[config.mk]
export PLATFORM = sky130hd
export DESIGN_NAME = ea_bus_master_flat
export DESIGN_NICKNAME = d
export VERILOG_FILES = /design/src/hw/ea_bus_pkg.sv /design/src/hw/int_bus_if.sv /design/src/hw/ea_bus_master.sv /design/src/flat_wrapper.sv
export SDC_FILE = /design/constraint.sdc
export NUM_CORES = 1
export LEC_CHECK = 0
export ABC_AREA = 1
export BUFFER_PORTS_ARGS = -buffer_cell sky130_fd_sc_hd__clkbuf_2
export CAP_MARGIN = 20
export CORE_ASPECT_RATIO = 1.4
export CORE_UTILIZATION = 25
export DETAILED_ROUTE_END_ITERATION = 6
export PLACE_DENSITY_LB_ADDON = 0.15
export RECOVER_POWER = 100
export REMOVE_ABC_BUFFERS = 1
export SYNTH_ARGS = -nofsm -noshare
export SYNTH_HDL_FRONTEND = slang
export SYNTH_SLANG_ARGS = --single-unit
export TNS_END_PERCENT = 30
[constraint.sdc]
create_clock -name clk_sys_in -period 4.4 [get_ports clk_sys_in]
set_input_delay 0.88 -clock clk_sys_in [delete_from_list [all_inputs] [get_ports clk_sys_in]]
set_output_delay 0.88 -clock clk_sys_in [all_outputs]
set_load 0.02 [all_outputs]
[src/hw/ea_bus_pkg.sv]
// Purpose: Shared constants and types for address generation and the internal bus.
// Assumes: One clock, synchronous active-high reset.
// Notes: Address arithmetic is 24 bits wide; the bus carries the low 16 bits.
package ea_bus_pkg;

	localparam int ADDR_W = 16;
	localparam int FULL_W = 24;
	localparam int REG_W = 32;
	localparam logic [7:0] ABS8_UPPER = 8'hFF;
	localparam logic [15:0] IND_UPPER = 16'h0000;
	localparam logic [1:0] STATES_MEM = 2'h2;
	localparam logic [1:0] STATES_SLOW = 2'h3;
	localparam logic [31:0] STEP_BYTE = 32'h0000_0001;
	localparam logic [31:0] STEP_WORD = 32'h0000_0002;
	localparam logic [31:0] STEP_LONG = 32'h0000_0004;

	typedef enum logic [3:0] {
		AM_REG = 4'h0,
		AM_IND = 4'h1,
		AM_DISP16 = 4'h2,
		AM_DISP24 = 4'h3,
		AM_POSTINC = 4'h4,
		AM_PREDEC = 4'h5,
		AM_ABS8 = 4'h6,
		AM_ABS16 = 4'h7,
		AM_ABS24 = 4'h8,
		AM_IMM = 4'h9,
		AM_PCREL8 = 4'hA,
		AM_PCREL16 = 4'hB,
		AM_MEMIND = 4'hC
	} addr_mode_e;

	typedef enum logic [1:0] {
		OP_ALU = 2'h0,
		OP_MOVE = 2'h1,
		OP_BIT = 2'h2,
		OP_BRANCH = 2'h3
	} op_class_e;

	typedef enum logic [1:0] {
		SZ_BYTE = 2'h0,
		SZ_WORD = 2'h1,
		SZ_LONG = 2'h2
	} op_size_e;

	typedef enum logic [1:0] {
		ST_IDLE = 2'h0,
		ST_T1 = 2'h1,
		ST_T2 = 2'h2,
		ST_T3 = 2'h3
	} bus_state_e;

endpackage : ea_bus_pkg

[src/hw/int_bus_if.sv]
// Purpose: Internal bus between the address generator and on-chip memory or registers.
// Assumes: Single clock; target answers with its width and state count combinationally.
// Notes: Strobes are active high and stand for the whole bus cycle.
interface int_bus_if;
	logic [15:0] addr;
	logic rd;
	logic wr;
	logic word;
	logic [15:0] wdata;
	logic [15:0] rdata;
	logic three_state;
	logic narrow;
	logic is_periph;

	modport master (output addr, output rd, output wr, output word, output wdata,
		input rdata, input three_state, input narrow, input is_periph);
	modport target (input addr, input rd, input wr, input word, input wdata,
		output rdata, output three_state, output narrow, output is_periph);
endinterface : int_bus_if

[src/hw/ea_bus_master.sv]
// Purpose: Effective address generation and internal bus cycle sequencing.
// Assumes: Register file and instruction decode live outside; one request at a time.
// Notes: Longword accesses run as two word cycles (four byte cycles to a narrow peripheral), high part first.
module ea_bus_master (
	input wire logic clk_sys_in,
	input wire logic reset_in,
	input wire logic enable_in,
	input wire logic req_in,
	input wire logic [1:0] op_class_in,
	input wire logic [3:0] mode_in,
	input wire logic [1:0] size_in,
	input wire logic write_in,
	input wire logic [3:0] reg_sel_in,
	input wire logic [31:0] reg_value_in,
	input wire logic [31:0] ext_in,
	input wire logic [23:0] pc_next_in,
	input wire logic [15:0] wdata_in,
	output logic busy_out,
	output logic done_out,
	output logic illegal_out,
	output logic [15:0] ea_out,
	output logic [31:0] data_out,
	output logic reg_wb_out,
	output logic [31:0] reg_wb_value_out,
	output logic [3:0] reg_wb_sel_out,
	output logic [23:0] branch_out,
	output logic branch_valid_out,
	output logic [2:0] bit_num_out,
	int_bus_if.master bus
);

	typedef struct packed {
		ea_bus_pkg::bus_state_e st;
		logic busy;
		logic done;
		logic illegal;
		logic [15:0] addr;
		logic rd;
		logic wr;
		logic word;
		logic [15:0] wdata;
		logic [1:0] parts_left;
		logic pointer;
		logic [31:0] data;
		logic wb;
		logic [31:0] wb_val;
		logic [3:0] wb_sel;
		logic [23:0] branch;
		logic bvalid;
		logic [2:0] bitn;
	} state_s;

	state_s cur_ff;
	state_s nxt_cur;

	function automatic logic mode_ok(input logic [1:0] cls, input logic [3:0] m);
		ea_bus_pkg::addr_mode_e am;
		am = ea_bus_pkg::addr_mode_e'(m);
		unique case (ea_bus_pkg::op_class_e'(cls))
			ea_bus_pkg::OP_ALU: mode_ok = (am == ea_bus_pkg::AM_REG) || (am == ea_bus_pkg::AM_IMM);
			ea_bus_pkg::OP_MOVE: mode_ok = (m <= 4'(ea_bus_pkg::AM_IMM));
			ea_bus_pkg::OP_BIT: mode_ok = (am == ea_bus_pkg::AM_REG) || (am == ea_bus_pkg::AM_IND)
				|| (am == ea_bus_pkg::AM_ABS8);
			ea_bus_pkg::OP_BRANCH: mode_ok = (am == ea_bus_pkg::AM_PCREL8)
				|| (am == ea_bus_pkg::AM_PCREL16) || (am == ea_bus_pkg::AM_MEMIND);
		endcase
	endfunction : mode_ok

	function automatic logic [31:0] step(input logic [1:0] sz);
		unique case (ea_bus_pkg::op_size_e'(sz))
			ea_bus_pkg::SZ_BYTE: step = ea_bus_pkg::STEP_BYTE;
			ea_bus_pkg::SZ_WORD: step = ea_bus_pkg::STEP_WORD;
			default: step = ea_bus_pkg::STEP_LONG;
		endcase
	endfunction : step

	always_comb begin
		logic [23:0] ea;
		logic [31:0] pre;
		logic is_mem;
		ea = '0;
		pre = reg_value_in - step(size_in);
		is_mem = 1'b0;
		nxt_cur = cur_ff;
		nxt_cur.done = 1'b0;
		nxt_cur.wb = 1'b0;
		nxt_cur.bvalid = 1'b0;
		unique case (ea_bus_pkg::addr_mode_e'(mode_in))
			ea_bus_pkg::AM_IND: ea = reg_value_in[23:0];
			ea_bus_pkg::AM_POSTINC: ea = reg_value_in[23:0];
			ea_bus_pkg::AM_PREDEC: ea = pre[23:0];
			ea_bus_pkg::AM_DISP16: ea = reg_value_in[23:0] + {{8{ext_in[15]}}, ext_in[15:0]};
			ea_bus_pkg::AM_DISP24: ea = reg_value_in[23:0] + ext_in[23:0];
			ea_bus_pkg::AM_ABS8: ea = {ea_bus_pkg::ABS8_UPPER, ea_bus_pkg::ABS8_UPPER, ext_in[7:0]};
			ea_bus_pkg::AM_ABS16: ea = {{8{ext_in[15]}}, ext_in[15:0]};
			ea_bus_pkg::AM_ABS24: ea = ext_in[23:0];
			ea_bus_pkg::AM_PCREL8: ea = pc_next_in + {{16{ext_in[7]}}, ext_in[7:0]};
			ea_bus_pkg::AM_PCREL16: ea = pc_next_in + {{8{ext_in[15]}}, ext_in[15:0]};
			ea_bus_pkg::AM_MEMIND: ea = {ea_bus_pkg::IND_UPPER, ext_in[7:0]};
			default: ea = '0;
		endcase
		is_mem = (mode_in != 4'(ea_bus_pkg::AM_REG)) && (mode_in != 4'(ea_bus_pkg::AM_IMM))
			&& (mode_in != 4'(ea_bus_pkg::AM_PCREL8)) && (mode_in != 4'(ea_bus_pkg::AM_PCREL16));
		unique case (cur_ff.st)
			ea_bus_pkg::ST_IDLE: begin
				if (req_in) begin
					nxt_cur.illegal = !mode_ok(op_class_in, mode_in);
					nxt_cur.addr = ea[15:0];
					nxt_cur.pointer = (mode_in == 4'(ea_bus_pkg::AM_MEMIND));
					nxt_cur.bitn = ext_in[2:0];
					nxt_cur.data = ext_in;
					nxt_cur.wb_sel = reg_sel_in;
					nxt_cur.wb_val = (mode_in == 4'(ea_bus_pkg::AM_PREDEC)) ? pre
						: reg_value_in + step(size_in);
					if (nxt_cur.illegal) begin
						nxt_cur.done = 1'b1;
					end else if (is_mem) begin
						nxt_cur.busy = 1'b1;
						nxt_cur.st = ea_bus_pkg::ST_T1;
						nxt_cur.rd = !write_in || nxt_cur.pointer;
						nxt_cur.wr = write_in && !nxt_cur.pointer;
						nxt_cur.wdata = wdata_in;
						nxt_cur.word = (size_in != 2'(ea_bus_pkg::SZ_BYTE)) || nxt_cur.pointer;
						nxt_cur.parts_left = (nxt_cur.pointer
							|| size_in == 2'(ea_bus_pkg::SZ_LONG)) ? 2'h1 : 2'h0;
						nxt_cur.data = '0;
					end else begin
						nxt_cur.done = 1'b1;
						nxt_cur.branch = ea;
						nxt_cur.bvalid = (mode_in == 4'(ea_bus_pkg::AM_PCREL8))
							|| (mode_in == 4'(ea_bus_pkg::AM_PCREL16));
					end
				end
			end
			ea_bus_pkg::ST_T1: begin
				nxt_cur.st = ea_bus_pkg::ST_T2;
				if (bus.is_periph && bus.narrow && cur_ff.word) begin
					nxt_cur.word = 1'b0;
					// Every word still owed becomes two bytes, so a longword ends as four.
					nxt_cur.parts_left = {cur_ff.parts_left[0], 1'b1};
				end
			end
			ea_bus_pkg::ST_T2, ea_bus_pkg::ST_T3: begin
				if (cur_ff.st == ea_bus_pkg::ST_T2 && bus.is_periph && bus.three_state) begin
					nxt_cur.st = ea_bus_pkg::ST_T3;
				end else begin
					nxt_cur.data = cur_ff.word ? {cur_ff.data[15:0], bus.rdata}
						: {cur_ff.data[23:0], bus.rdata[7:0]};
					if (cur_ff.parts_left != 2'h0) begin
						nxt_cur.parts_left = cur_ff.parts_left - 2'h1;
						nxt_cur.addr = cur_ff.addr + (cur_ff.word ? ea_bus_pkg::STEP_WORD[15:0]
							: ea_bus_pkg::STEP_BYTE[15:0]);
						nxt_cur.st = ea_bus_pkg::ST_T1;
					end else begin
						nxt_cur.st = ea_bus_pkg::ST_IDLE;
						nxt_cur.busy = 1'b0;
						nxt_cur.rd = 1'b0;
						nxt_cur.wr = 1'b0;
						nxt_cur.done = 1'b1;
						nxt_cur.wb = (mode_in == 4'(ea_bus_pkg::AM_POSTINC))
							|| (mode_in == 4'(ea_bus_pkg::AM_PREDEC));
						if (cur_ff.pointer) begin
							nxt_cur.branch = nxt_cur.data[23:0];
							nxt_cur.bvalid = 1'b1;
						end
					end
				end
			end
		endcase
	end

	always_ff @(posedge clk_sys_in) begin
		if (reset_in) begin
			cur_ff <= '0;
		end else if (enable_in) begin
			cur_ff <= nxt_cur;
		end
	end

	assign busy_out = cur_ff.busy;
	assign done_out = cur_ff.done;
	assign illegal_out = cur_ff.illegal;
	assign ea_out = cur_ff.addr;
	assign data_out = cur_ff.data;
	assign reg_wb_out = cur_ff.wb;
	assign reg_wb_value_out = cur_ff.wb_val;
	assign reg_wb_sel_out = cur_ff.wb_sel;
	assign branch_out = cur_ff.branch;
	assign branch_valid_out = cur_ff.bvalid;
	assign bit_num_out = cur_ff.bitn;
	assign bus.addr = cur_ff.addr;
	assign bus.rd = cur_ff.rd;
	assign bus.wr = cur_ff.wr;
	assign bus.word = cur_ff.word;
	assign bus.wdata = cur_ff.wdata;

endmodule : ea_bus_master

[src/flat_wrapper.sv]
// flat-port wrapper written by rule: the top's interface ports become plain ports
module ea_bus_master_flat 
  (clk_sys_in, reset_in, enable_in, req_in, op_class_in, mode_in, size_in, write_in, reg_sel_in, reg_value_in, ext_in, pc_next_in, wdata_in, busy_out, done_out, illegal_out, ea_out, data_out, reg_wb_out, reg_wb_value_out, reg_wb_sel_out, branch_out, branch_valid_out, bit_num_out, bus_addr, bus_rd, bus_wr, bus_word, bus_wdata, bus_rdata, bus_three_state, bus_narrow, bus_is_periph);
  int_bus_if bus_i ();
  input wire logic clk_sys_in;
  input wire logic reset_in;
  input wire logic enable_in;
  input wire logic req_in;
  input wire logic [1:0] op_class_in;
  input wire logic [3:0] mode_in;
  input wire logic [1:0] size_in;
  input wire logic write_in;
  input wire logic [3:0] reg_sel_in;
  input wire logic [31:0] reg_value_in;
  input wire logic [31:0] ext_in;
  input wire logic [23:0] pc_next_in;
  input wire logic [15:0] wdata_in;
  output logic busy_out;
  output logic done_out;
  output logic illegal_out;
  output logic [15:0] ea_out;
  output logic [31:0] data_out;
  output logic reg_wb_out;
  output logic [31:0] reg_wb_value_out;
  output logic [3:0] reg_wb_sel_out;
  output logic [23:0] branch_out;
  output logic branch_valid_out;
  output logic [2:0] bit_num_out;
  output wire logic [$bits(bus_i.addr)-1:0] bus_addr;
  output wire logic [$bits(bus_i.rd)-1:0] bus_rd;
  output wire logic [$bits(bus_i.wr)-1:0] bus_wr;
  output wire logic [$bits(bus_i.word)-1:0] bus_word;
  output wire logic [$bits(bus_i.wdata)-1:0] bus_wdata;
  input wire logic [$bits(bus_i.rdata)-1:0] bus_rdata;
  input wire logic [$bits(bus_i.three_state)-1:0] bus_three_state;
  input wire logic [$bits(bus_i.narrow)-1:0] bus_narrow;
  input wire logic [$bits(bus_i.is_periph)-1:0] bus_is_periph;
  assign bus_addr = bus_i.addr;
  assign bus_rd = bus_i.rd;
  assign bus_wr = bus_i.wr;
  assign bus_word = bus_i.word;
  assign bus_wdata = bus_i.wdata;
  assign bus_i.rdata = bus_rdata;
  assign bus_i.three_state = bus_three_state;
  assign bus_i.narrow = bus_narrow;
  assign bus_i.is_periph = bus_is_periph;
  ea_bus_master u_core (.clk_sys_in(clk_sys_in), .reset_in(reset_in), .enable_in(enable_in), .req_in(req_in), .op_class_in(op_class_in), .mode_in(mode_in), .size_in(size_in), .write_in(write_in), .reg_sel_in(reg_sel_in), .reg_value_in(reg_value_in), .ext_in(ext_in), .pc_next_in(pc_next_in), .wdata_in(wdata_in), .busy_out(busy_out), .done_out(done_out), .illegal_out(illegal_out), .ea_out(ea_out), .data_out(data_out), .reg_wb_out(reg_wb_out), .reg_wb_value_out(reg_wb_value_out), .reg_wb_sel_out(reg_wb_sel_out), .branch_out(branch_out), .branch_valid_out(branch_valid_out), .bit_num_out(bit_num_out), .bus(bus_i));
endmodule
==> run metrics, run 1 <==
DR WL/cell=about 23 um; vias in the first global route=approximately 18000; crit path capture type=register; Yosys top cell by area=nand2_1; Slew @ Worst Pin=2170 ps; violated checks=capacitance limit, slew limit; CTS Buf Count=17; multi-input logic area=slightly below 0.01 sq mm; status=finished, violations left; dominant cells by area after synthesis=nand2_1 20%, dfxtp_1 18%, inv_1 9.0%; final worst-path cycle share=90.5%; crit path max fanout=45; WL final=83900 um; top-area cell type share of the netlist area=20.3%; share of cells above drive strength 1=~8.7%; Synth Area in Compound Gates=between 10% and 20%; IO Port Bufs=290; Total GRT Usage=a little over a quarter; most frequent cells after synthesis=843 x nand2_1, 374 x inv_1, 242 x nor2_1, 215 x nand3_1, 184 x a21oi_1; Max Slew Vio Count=139; DR DRC count=0; core area=between 0.06 and 0.07 sq mm; cell area after synthesis=around 0.016 sq mm; vias=~18000; FF+latch count, synth=140; xor and xnor area share after synthesis=~1.6%; slack of the critical path=418 ps; Layout Skew=about 12 ps; Die Y=297 um; max frequency=around 250 MHz; row count=107; final hold viol count=0; initial DRC count=about 1200; register area share after synthesis=between 10% and 20%; Fin Setup TNS=0 ps; simple-gate share of the synthesized area=39.0%; max_cap viols=4; final setup violation count=0; clock sinks=140; Tightest Hold Check Type=register to register; Final ANT Viol Nets=0; Post-synth EDFFs=0; Critical Path RT=about 4700 ps; DIE WIDTH=between 200 and 250 um; synthesis-to-finish area growth=11.7%; routability congestion estimate=around 1; Placed Cells=3685; I/O Pins=291; grt total ovfl=0; # Post-CTS Setup Buffers=0; most common cell in the netlist=nand2_1; synth unique cells=between 40 and 50; Starting Density=around a quarter; Layout fillers=~7200; Resized cells post-CTS=0; drt via density=roughly 5; Skew-Pair Late Insertion Delay=roughly 500 ps; Clock Pin Slew Worst Setup and Hold Paths=~70 ps; post-synthesis mux area share=0%; syn_area_per_cell=5.65 sq um; Post-synth ARST share=0%; WP data arrival=roughly 4300 ps; LEAKAGE=~8.4 nW; hold buffer count at CTS=0; Post-Place Worst Slack=approximately 260 ps; synth warn=0; Setup CP Type=input port to register; initial antenna violation count=1; Longest Clk Path Bufs=2; startpoint types=input port; final layout net count=roughly 3100; cell area power density=268 mW/mm^2; main combinational cell family by area after synthesis=simple AND/OR/NAND/NOR gates; H-Tree Depth=4; clock root buffer=clkbuf_16; largest net degree at the start of global routing=63; Finished Layout Cells=between 3000 and 4000; TritonCTS clock tree=built; relative slew slack=-44.8%; first-pass GRT wire length=between 100000 and 150000 um; drt pass-1 iters=5; register area=around 0.0028 sq mm; top_reg_cell synth=dfxtp_1; post-synthesis adder-cell area fraction=between 7 and 8%; min Tclk post-route=roughly 4000 ps; Final HPWL DP=approximately 69000 um; peak supply drop=~240 uV; post-synthesis cell count=2760; DIE AREA=0.0633 sq mm; RSZ-0062 raised after global routing=no
[power breakdown]
part / switching, mW / leakage (nW) / internal [mW] / total, mW
Sequential: 0.0718 / 1.14 / 1.34 / 1.42
Clock: 0.792 / 0.299 / 0.770 / 1.56
Combinational: 1.21 / 6.97 / 0.483 / 1.69
[cells by family (layout without fill, tap and decap cells)]
logic type	after synthesis	after routing
AOI/OAI and AO/OA	449	449
xor gates and xnor gates	29	29
adders and majority gates	86	86
buffers and inverters	612	752
DFF	140	140
other	0	2
and+or+nand+nor	1444	1444
[area by class of cell]
| class | instances | share of cell area [%] |
|---|---|---|
| flip-flops and latches | 140 | 16.1 |
| clock buffers | 17 | 2.45 |
| inverters | 385 | 8.31 |
| repair buffers | 335 | 9.23 |
| diodes | 2 | 0.0288 |
| well taps | 817 | 5.88 |
| clock inverters | 15 | 1.11 |
| multi-input cells | 2008 | 56.9 |
[worst max-delay path, cell delays in order]
cell and delay [ps]:
clkbuf_1 290, nand2_1 190, nor2_2 200, buf_12 220, o21ai_0 170, ha_1 380, nand2_1 150, nor2_1 370
nand3_1 190, nand3_1 190, nand2_1 140, nand2_1 80, nand2_1 40, nand3_1 110, nand4_1 180, nand2_1 200
nand2_1 80, nand2_1 70, a21oi_1 70
[metal layers]
metal | GRT usage, % | part of all wire [%] | up-vias
met5 | 0 | 0 | -
met4 | 16.7 | 6.8 | 0
met3 | 3.52 | 4.7 | 149
met2 | 45.5 | 49 | 652
met1 | 29.5 | 40 | 8597
li1 | - | - | 9045
[sequential cells by signal, summed over array words and instances, names as in the netlist, 3 cells and up]
name                     cells
u_core.data_out             32
u_core.reg_wb_sel_out        4
u_core.reg_wb_value_out     32
u_core.branch_out           24
u_core.cur_ff                5
u_core.bus.wdata            16
u_core.bit_num_out           3
u_core.bus.addr             16
[final timing paths]
path / startpoint / to / slack (ps) / cells after the start
worst max register to register: u_core.bus.word$_SDFFE_PP0P_ / u_core.bus.addr[15]$_SDFFE_PP0P_ / 1150 / 13
worst min-delay path: u_core.bus.wdata[10]$_SDFFE_PP0P_ / u_core.bus.wdata[10]$_SDFFE_PP0P_ / 460 / 2
worst min register to register: u_core.bus.wdata[10]$_SDFFE_PP0P_ / u_core.bus.wdata[10]$_SDFFE_PP0P_ / 460 / 2
worst max-delay path: mode_in[1] / u_core.branch_out[18]$_SDFFE_PP0P_ / 420 / 19
[stage by stage]
| step | hold slack (ps) | cell area, sq um | power (mW) | utilization (%) |
|---|---|---|---|---|
| after detailed placement | 456 | 17000 | 3.15 | 27.8 |
| after global placement | 448 | 17000 | 3.15 | 27.8 |
| after global routing | 484 | 17400 | 4.94 | 28.4 |
| after floorplan | 435 | 14100 | 2.41 | - |
| after CTS | 468 | 17600 | 4.74 | 28.8 |
| final | 463 | 17400 | 4.67 | 28.4 |
[placed cells by master, fill, tap and decap left out, types with 3 or more instances in the layout]
cell type | synthesis | final
a211oi_1 | 10 | 10
a21oi_1 | 184 | 185
a221oi_1 | 4 | 4
a31oi_1 | 27 | 27
and2_1 | 4 | 4
buf_4 | 144 | 38
clkbuf_1 | 55 | 157
clkbuf_16 | 0 | 17
clkbuf_2 | 0 | 138
clkinv_4 | 0 | 3
clkinv_8 | 0 | 7
dfxtp_1 | 140 | 140
fa_1 | 6 | 6
ha_1 | 80 | 80
inv_1 | 374 | 373
inv_2 | 10 | 10
inv_8 | 0 | 4
nand2_1 | 843 | 843
nand3_1 | 215 | 215
nand3b_1 | 18 | 18
nand4_1 | 52 | 52
nor2_1 | 242 | 244
nor2_2 | 9 | 6
nor3_1 | 28 | 28
nor4_1 | 6 | 6
o211ai_1 | 29 | 29
o21ai_0 | 166 | 171
o21ai_1 | 11 | 6
o221ai_1 | 3 | 3
o22ai_1 | 6 | 6
or2_2 | 16 | 16
xnor2_1 | 8 | 8
xor2_1 | 21 | 21
No activity file was read; power rests on OpenSTA's default activity.
==> run 2, diff against run 1 <==
--- a/config.mk
+++ b/config.mk
@@ -13,2 +13,3 @@
 export DETAILED_ROUTE_END_ITERATION = 6
+export MAX_ROUTING_LAYER = met4
 export PLACE_DENSITY_LB_ADDON = 0.15
==> constraint.sdc (replaced) <==
create_clock -name clk_sys_in -period 4.4 [get_ports clk_sys_in]
set_input_delay 0.44 -clock clk_sys_in [delete_from_list [all_inputs] [get_ports clk_sys_in]]
set_output_delay 0.44 -clock clk_sys_in [all_outputs]
set_load 0.02 [all_outputs]
==> run 2 against run 1 <==
Effect of this change:
- the flow still finishes with violations (capacitance limit, slew limit)
- cell area shrank 1.1%
- sequential cell count is the same
- non-clock buffer count shrank 23
- maximum frequency grew 0.38%
- worst hold slack lost 300 ps
- die area is the same
- cell count shrank 0.65%
- first-iteration DRC count grew 23%
- sequential power is essentially flat
- utilization shrank 0.31 points
- critical path type is now register to register
- critical endpoint is now u_core.bus.addr[2]$_SDFFE_PP0P_
- largest power group unchanged
==> run metrics, run 2 (same netlist as run 1, synthesis figures left out) <==
largest net degree at the start of global routing=64 (+1.6%); Layout Skew=12.6 ps (+0.230 ps); most common cell after layout, fill and taps aside=nand2_1; synthesis-to-finish area growth=10.4%; peak supply drop=233 uV (-0.91%); DR WL/cell=22.1 um (-2.1%); drt pass-1 iters=6 (+1); max_cap viols=2 (-2); Fin Setup TNS=0 ps (unchanged); DR DRC count=0 (unchanged); crit path capture type=register; TritonCTS clock tree=built; Cell Chain, Critical Path=clkbuf_1, nor2_1, a21oi_1, inv_1, nor3_4, inv_2, nor2_2, clkbuf_1, inv_1, a31oi_1, a221oi_1; vias=18200 (-1.5%); Critical Path RT=4720 ps (+40 ps); min Tclk post-route=3970 ps (-15.1 ps); cell area power density=273 mW/mm^2 (+1.6%); WL final=81600 um (-2.8%); share of cells above drive strength 1=7.96% (-0.70 points); DIE WIDTH=213 um (unchanged); CP max stage cell=clkbuf_1; IO Port Bufs=290 (unchanged); Final HPWL DP=67000 um (-3.3%); Tightest Hold Check Type=input port to register; drt via density=4.92 (-0.89%); crit path max fanout=24 (-47%); final worst-path cycle share=90.2% (-0.34 points); violated checks=capacitance limit, slew limit; max frequency=252 MHz (+0.38%); startpoint types=register; core area=0.0612 sq mm (unchanged); Setup CP Type=register to register; final setup violation count=0 (unchanged); most frequent cells in the layout=843 x nand2_1, 375 x inv_1, 245 x nor2_1; DIE AREA=0.0633 sq mm (unchanged); clock root buffer=clkbuf_16; Skew-Pair Late Insertion Delay=500 ps (about the same); RSZ-0062 raised after global routing=no; status=finished, violations left; Die Y=297 um (unchanged); hold buffer count at CTS=0 (unchanged); Total GRT Usage=26.3% (+0.19 points); final layout net count=3090 (-0.74%); final hold viol count=0 (unchanged); Longest Clk Path Bufs=2 (unchanged); I/O Pins=291 (unchanged); routability congestion estimate=0.966 (-3.8%); vias in the first global route=17500 (-1.1%); clock sinks=140 (unchanged); # Post-CTS Setup Buffers=0 (unchanged); CTS Buf Count=17 (unchanged); Clock Pin Slew Worst Setup and Hold Paths=80 ps (about the same); row count=107 (unchanged); WP data arrival=4290 ps (+30 ps); Power, Total=4.69 mW (+0.53%); H-Tree Depth=4 (unchanged); Final ANT Viol Nets=0 (unchanged); relative slew slack=-20.9% (+24 points); Max Slew Vio Count=73 (-47%); initial antenna violation count=1 (unchanged); Resized cells post-CTS=0 (unchanged); Finished Layout Cells=3695 (-0.65%); Layout fillers=7175 (-0.15%); grt total ovfl=0 (unchanged); first-pass GRT wire length=118000 um (-1.1%); LEAKAGE=8.31 nW (-1.2%); Placed Cells=3662 (-0.62%); Slew @ Worst Pin=1810 ps (-358 ps); worst stage delay on the critical path=730 ps (+350 ps); Starting Density=25.5% (unchanged); initial DRC count=1474 (+23%)
[run 2: changes by cell type in the layout (fill, tap and decap cells not counted), sizes merged]
cell      before  now
bufinv         0    2
diode          2    1
clkinvlp       0    2
clkinv        12    2
buf           40   17
inv          388  394
[run 2: worst max-delay path: cells and delay by family (launching register included)]
kind / cells / cell delay [ps]
AO/OA/AOI/OAI: 3 / 660
buffers and inverters: 5 / 2210
flip-flops: 1 / 310
AND/OR/NAND/NOR: 3 / 580
[run 2: worst paths after layout]
| check | start | to | cells past startpoint | slack [ps] |
|---|---|---|---|---|
| worst max-delay path | u_core.cur_ff[139]$_SDFFE_PP0P_ | u_core.bus.addr[2]$_SDFFE_PP0P_ | 11 | 430 |
| worst min-delay path | reg_sel_in[2] | u_core.reg_wb_sel_out[2]$_SDFFE_PP0P_ | 3 | 160 |
| worst max register to register | u_core.cur_ff[139]$_SDFFE_PP0P_ | u_core.bus.addr[2]$_SDFFE_PP0P_ | 11 | 430 |
| worst min register to register | u_core.bus.wdata[15]$_SDFFE_PP0P_ | u_core.bus.wdata[15]$_SDFFE_PP0P_ | 2 | 460 |
[run 2: metal layers]
layer / part of all wire, % / track usage (%) / up-vias
li1: - / - / 8987
met1: 41 / 29.9 / 8364
met2: 50 / 45.4 / 678
met3: 4.8 / 3.54 / 132
met4: 5.1 / 11.9 / 0
met5: 0 / - / -
[run 2: through the flow]
stage	hold slack [ps]	worst slack, ps	utilization (%)	area (sq um)
2_1_floorplan	435	819	-	14100
3_3_place_gp	451	274	27.5	16800
3_5_place_dp	456	307	27.5	16800
4_1_cts	138	844	28.5	17400
5_1_grt	163	269	28.1	17200
6_report	165	433	28.1	17200
[run 2: cell type report]
cell class | count | area (sq um) | share of cell area (%)
antenna | 1 | 2.50 | 0.0145
clock buffer | 17 | 425 | 2.47
clock inverter | 15 | 191 | 1.11
inverter | 385 | 1450 | 8.40
multi-input combinational | 2008 | 9890 | 57.5
sequential | 140 | 2800 | 16.3
tap | 817 | 1020 | 5.94
timing repair buffer | 312 | 1420 | 8.27
[run 2: power breakdown]
part | leakage (nW) | switching (mW) | total, mW | internal (mW)
Sequential | 1.14 | 0.0697 | 1.41 | 1.34
Clock | 0.298 | 0.755 | 1.62 | 0.865
Combinational | 6.87 | 1.19 | 1.66 | 0.467
Total | 8.31 | 2.02 | 4.69 | 2.68
==> run 3, diff against run 2 <==
CORE_UTILIZATION = 40   (was 25)
clock period = 3.4 ns   (was 4.4 ns; I/O delays follow)
==> run 3 against run 2 <==
Effect of this change:
- the run now ends clean
- cell area rose by 0.23%
- combinational power rose by 31%
- worst setup slack got worse by 220 ps
- worst hold slack got worse by 48 ps
- register-to-register slack got worse by 110 ps
- sequential power rose by 29%
- die area fell by 37%
- sequential cell count did not move
==> run metrics, run 3 (same netlist as run 1, synthesis figures left out) <==
Clock Pin Slew Worst Setup and Hold Paths=80 ps (about the same); core area=0.0384 sq mm (-37%); DIE WIDTH=169 um (-21%); final worst-path cycle share=93.9%; Final Util=44.9% (+17 points); max_cap viols=0 (-2); Power, Total=5.94 mW (+27%); routability congestion estimate=1.06 (+9.9%); clock sinks=140 (unchanged); TritonCTS clock tree=built; status=complete, no violations; DR WL/cell=20.5 um (-7.2%); DR DRC count=0 (unchanged); share of cells above drive strength 1=9.64% (+1.7 points); Max Slew Vio Count=0 (-100%); Final HPWL DP=58200 um (-13%); most frequent cells in the layout=844 x nand2_1, 375 x inv_1, 245 x nor2_1; min Tclk post-route=roughly 3200 ps; Final ANT Viol Nets=0 (unchanged); row count=85 (-21%); most common cell after layout, fill and taps aside=nand2_1; Tightest Hold Check Type=input port to register; WP data arrival=3510 ps (-780 ps); Worst Hold Launch=reg_sel_in[2]; Total GRT Usage=36.0% (+9.6 points); Slew @ Worst Pin=816 ps (-997 ps); final setup violation count=0 (unchanged); setup slack, reg-to-reg=320 ps (-110 ps); Resized cells post-CTS=0 (unchanged); relative slew slack=45.6% (+66 points); startpoint types=input port; Longest Clk Path Bufs=2 (unchanged); # Post-CTS Setup Buffers=0 (unchanged); max frequency=approximately 310 MHz; DIE AREA=0.0398 sq mm (-37%); vias in the first global route=16800 (-4.3%); I/O Pins=291 (unchanged); initial DRC count=1778 (+21%); crit path max fanout=45 (+88%); Critical R2R Launch=u_core.cur_ff[139]$_SDFFE_PP0P_; Die Y=236 um (-21%); vias=18600 (+2.4%); Starting Density=40.6% (+15 points); first-pass GRT wire length=103000 um (-12%); Skew-Pair Late Insertion Delay=450 ps (-50 ps); grt total ovfl=0 (unchanged); synthesis-to-finish area growth=10.7%; final hold viol count=0 (unchanged); Crit. Startpoint=mode_in[2]; Critical Path RT=3710 ps (-1010 ps); clock root buffer=clkbuf_16; LEAKAGE=8.58 nW (+3.2%); crit path capture type=register; drt pass-1 iters=5 (-1); hold buffer count at CTS=0 (unchanged); IO Port Bufs=290 (unchanged); peak supply drop=305 uV (+31%); initial antenna violation count=1 (unchanged); final layout net count=3149 (+1.9%); Layout Skew=20.6 ps (+8.02 ps); H-Tree Depth=4 (unchanged); drt via density=5.37 (+9.4%); cell area power density=345 mW/mm^2 (+26%); Setup CP Type=input port to register; WL final=70900 um (-13%); largest net degree at the start of global routing=47 (-27%); Fin Setup TNS=0 ps (unchanged); CTS Buf Count=17 (unchanged); RSZ-0062 raised after global routing=no
[run 3: power breakdown]
group / total, mW / internal, mW / switching, mW
Clock: 1.94 / 0.991 / 0.948
Combinational: 2.18 / 0.657 / 1.52
Sequential: 1.82 / 1.74 / 0.0858
Total: 5.94 / 3.39 / 2.56
[run 3: metal layers]
layer  vias to the layer above  GRT usage [%]  part of all wire, %
met5                         -              -                    0
li1                       9098              -                    -
met2                       797           59.3                   48
met1                      8512           40.9                   39
met4                         0           22.8                  7.1
met3                       184           4.61                  6.0
[run 3: worst max-delay path: stages]
cell and delay, ps:
clkbuf_1 120, inv_1 80, nand2_1 100, nor2_2 150, buf_12 220, o21ai_0 120, ha_1 440, nand2_1 120
inv_1 80, nand2_1 120, nor3_1 410, nand3_1 250, nand3_1 120, nand2_1 50, nand3_1 70, nand2_1 50
o21ai_1 350, nand2_1 110, nand2_1 80, a21oi_1 60
[run 3: final cells by class]
class	count	area (sq um)
Antenna cell	1	2.50
Clock buffer	17	425
Clock inverter	15	178
Fill cell	4406	21100
Inverter	385	1450
Multi-Input combinational cell	2008	9880
Sequential cell	140	2800
Tap cell	522	653
Timing Repair Buffer	371	1860
[run 3: worst paths after layout]
check,endpoint,depth (start not counted)
setup reg to reg,u_core.bus.addr[6]$_SDFFE_PP0P_,11
setup / recovery,u_core.branch_out[21]$_SDFFE_PP0P_,20
hold / removal,u_core.reg_wb_sel_out[2]$_SDFFE_PP0P_,3
hold reg to reg,u_core.bus.wdata[12]$_SDFFE_PP0P_,2
[run 3: metrics by stage]
stage,cell area [sq um],hold slack (ps),worst slack [ps],cells
after CTS,17500,103,138,3458
after global placement,16900,444,-430,3426
after global routing,17200,122,56.0,3459
after floorplan,14100,409,-181,2533
after detailed placement,16900,453,-330,3426
final,17200,116,208,3459
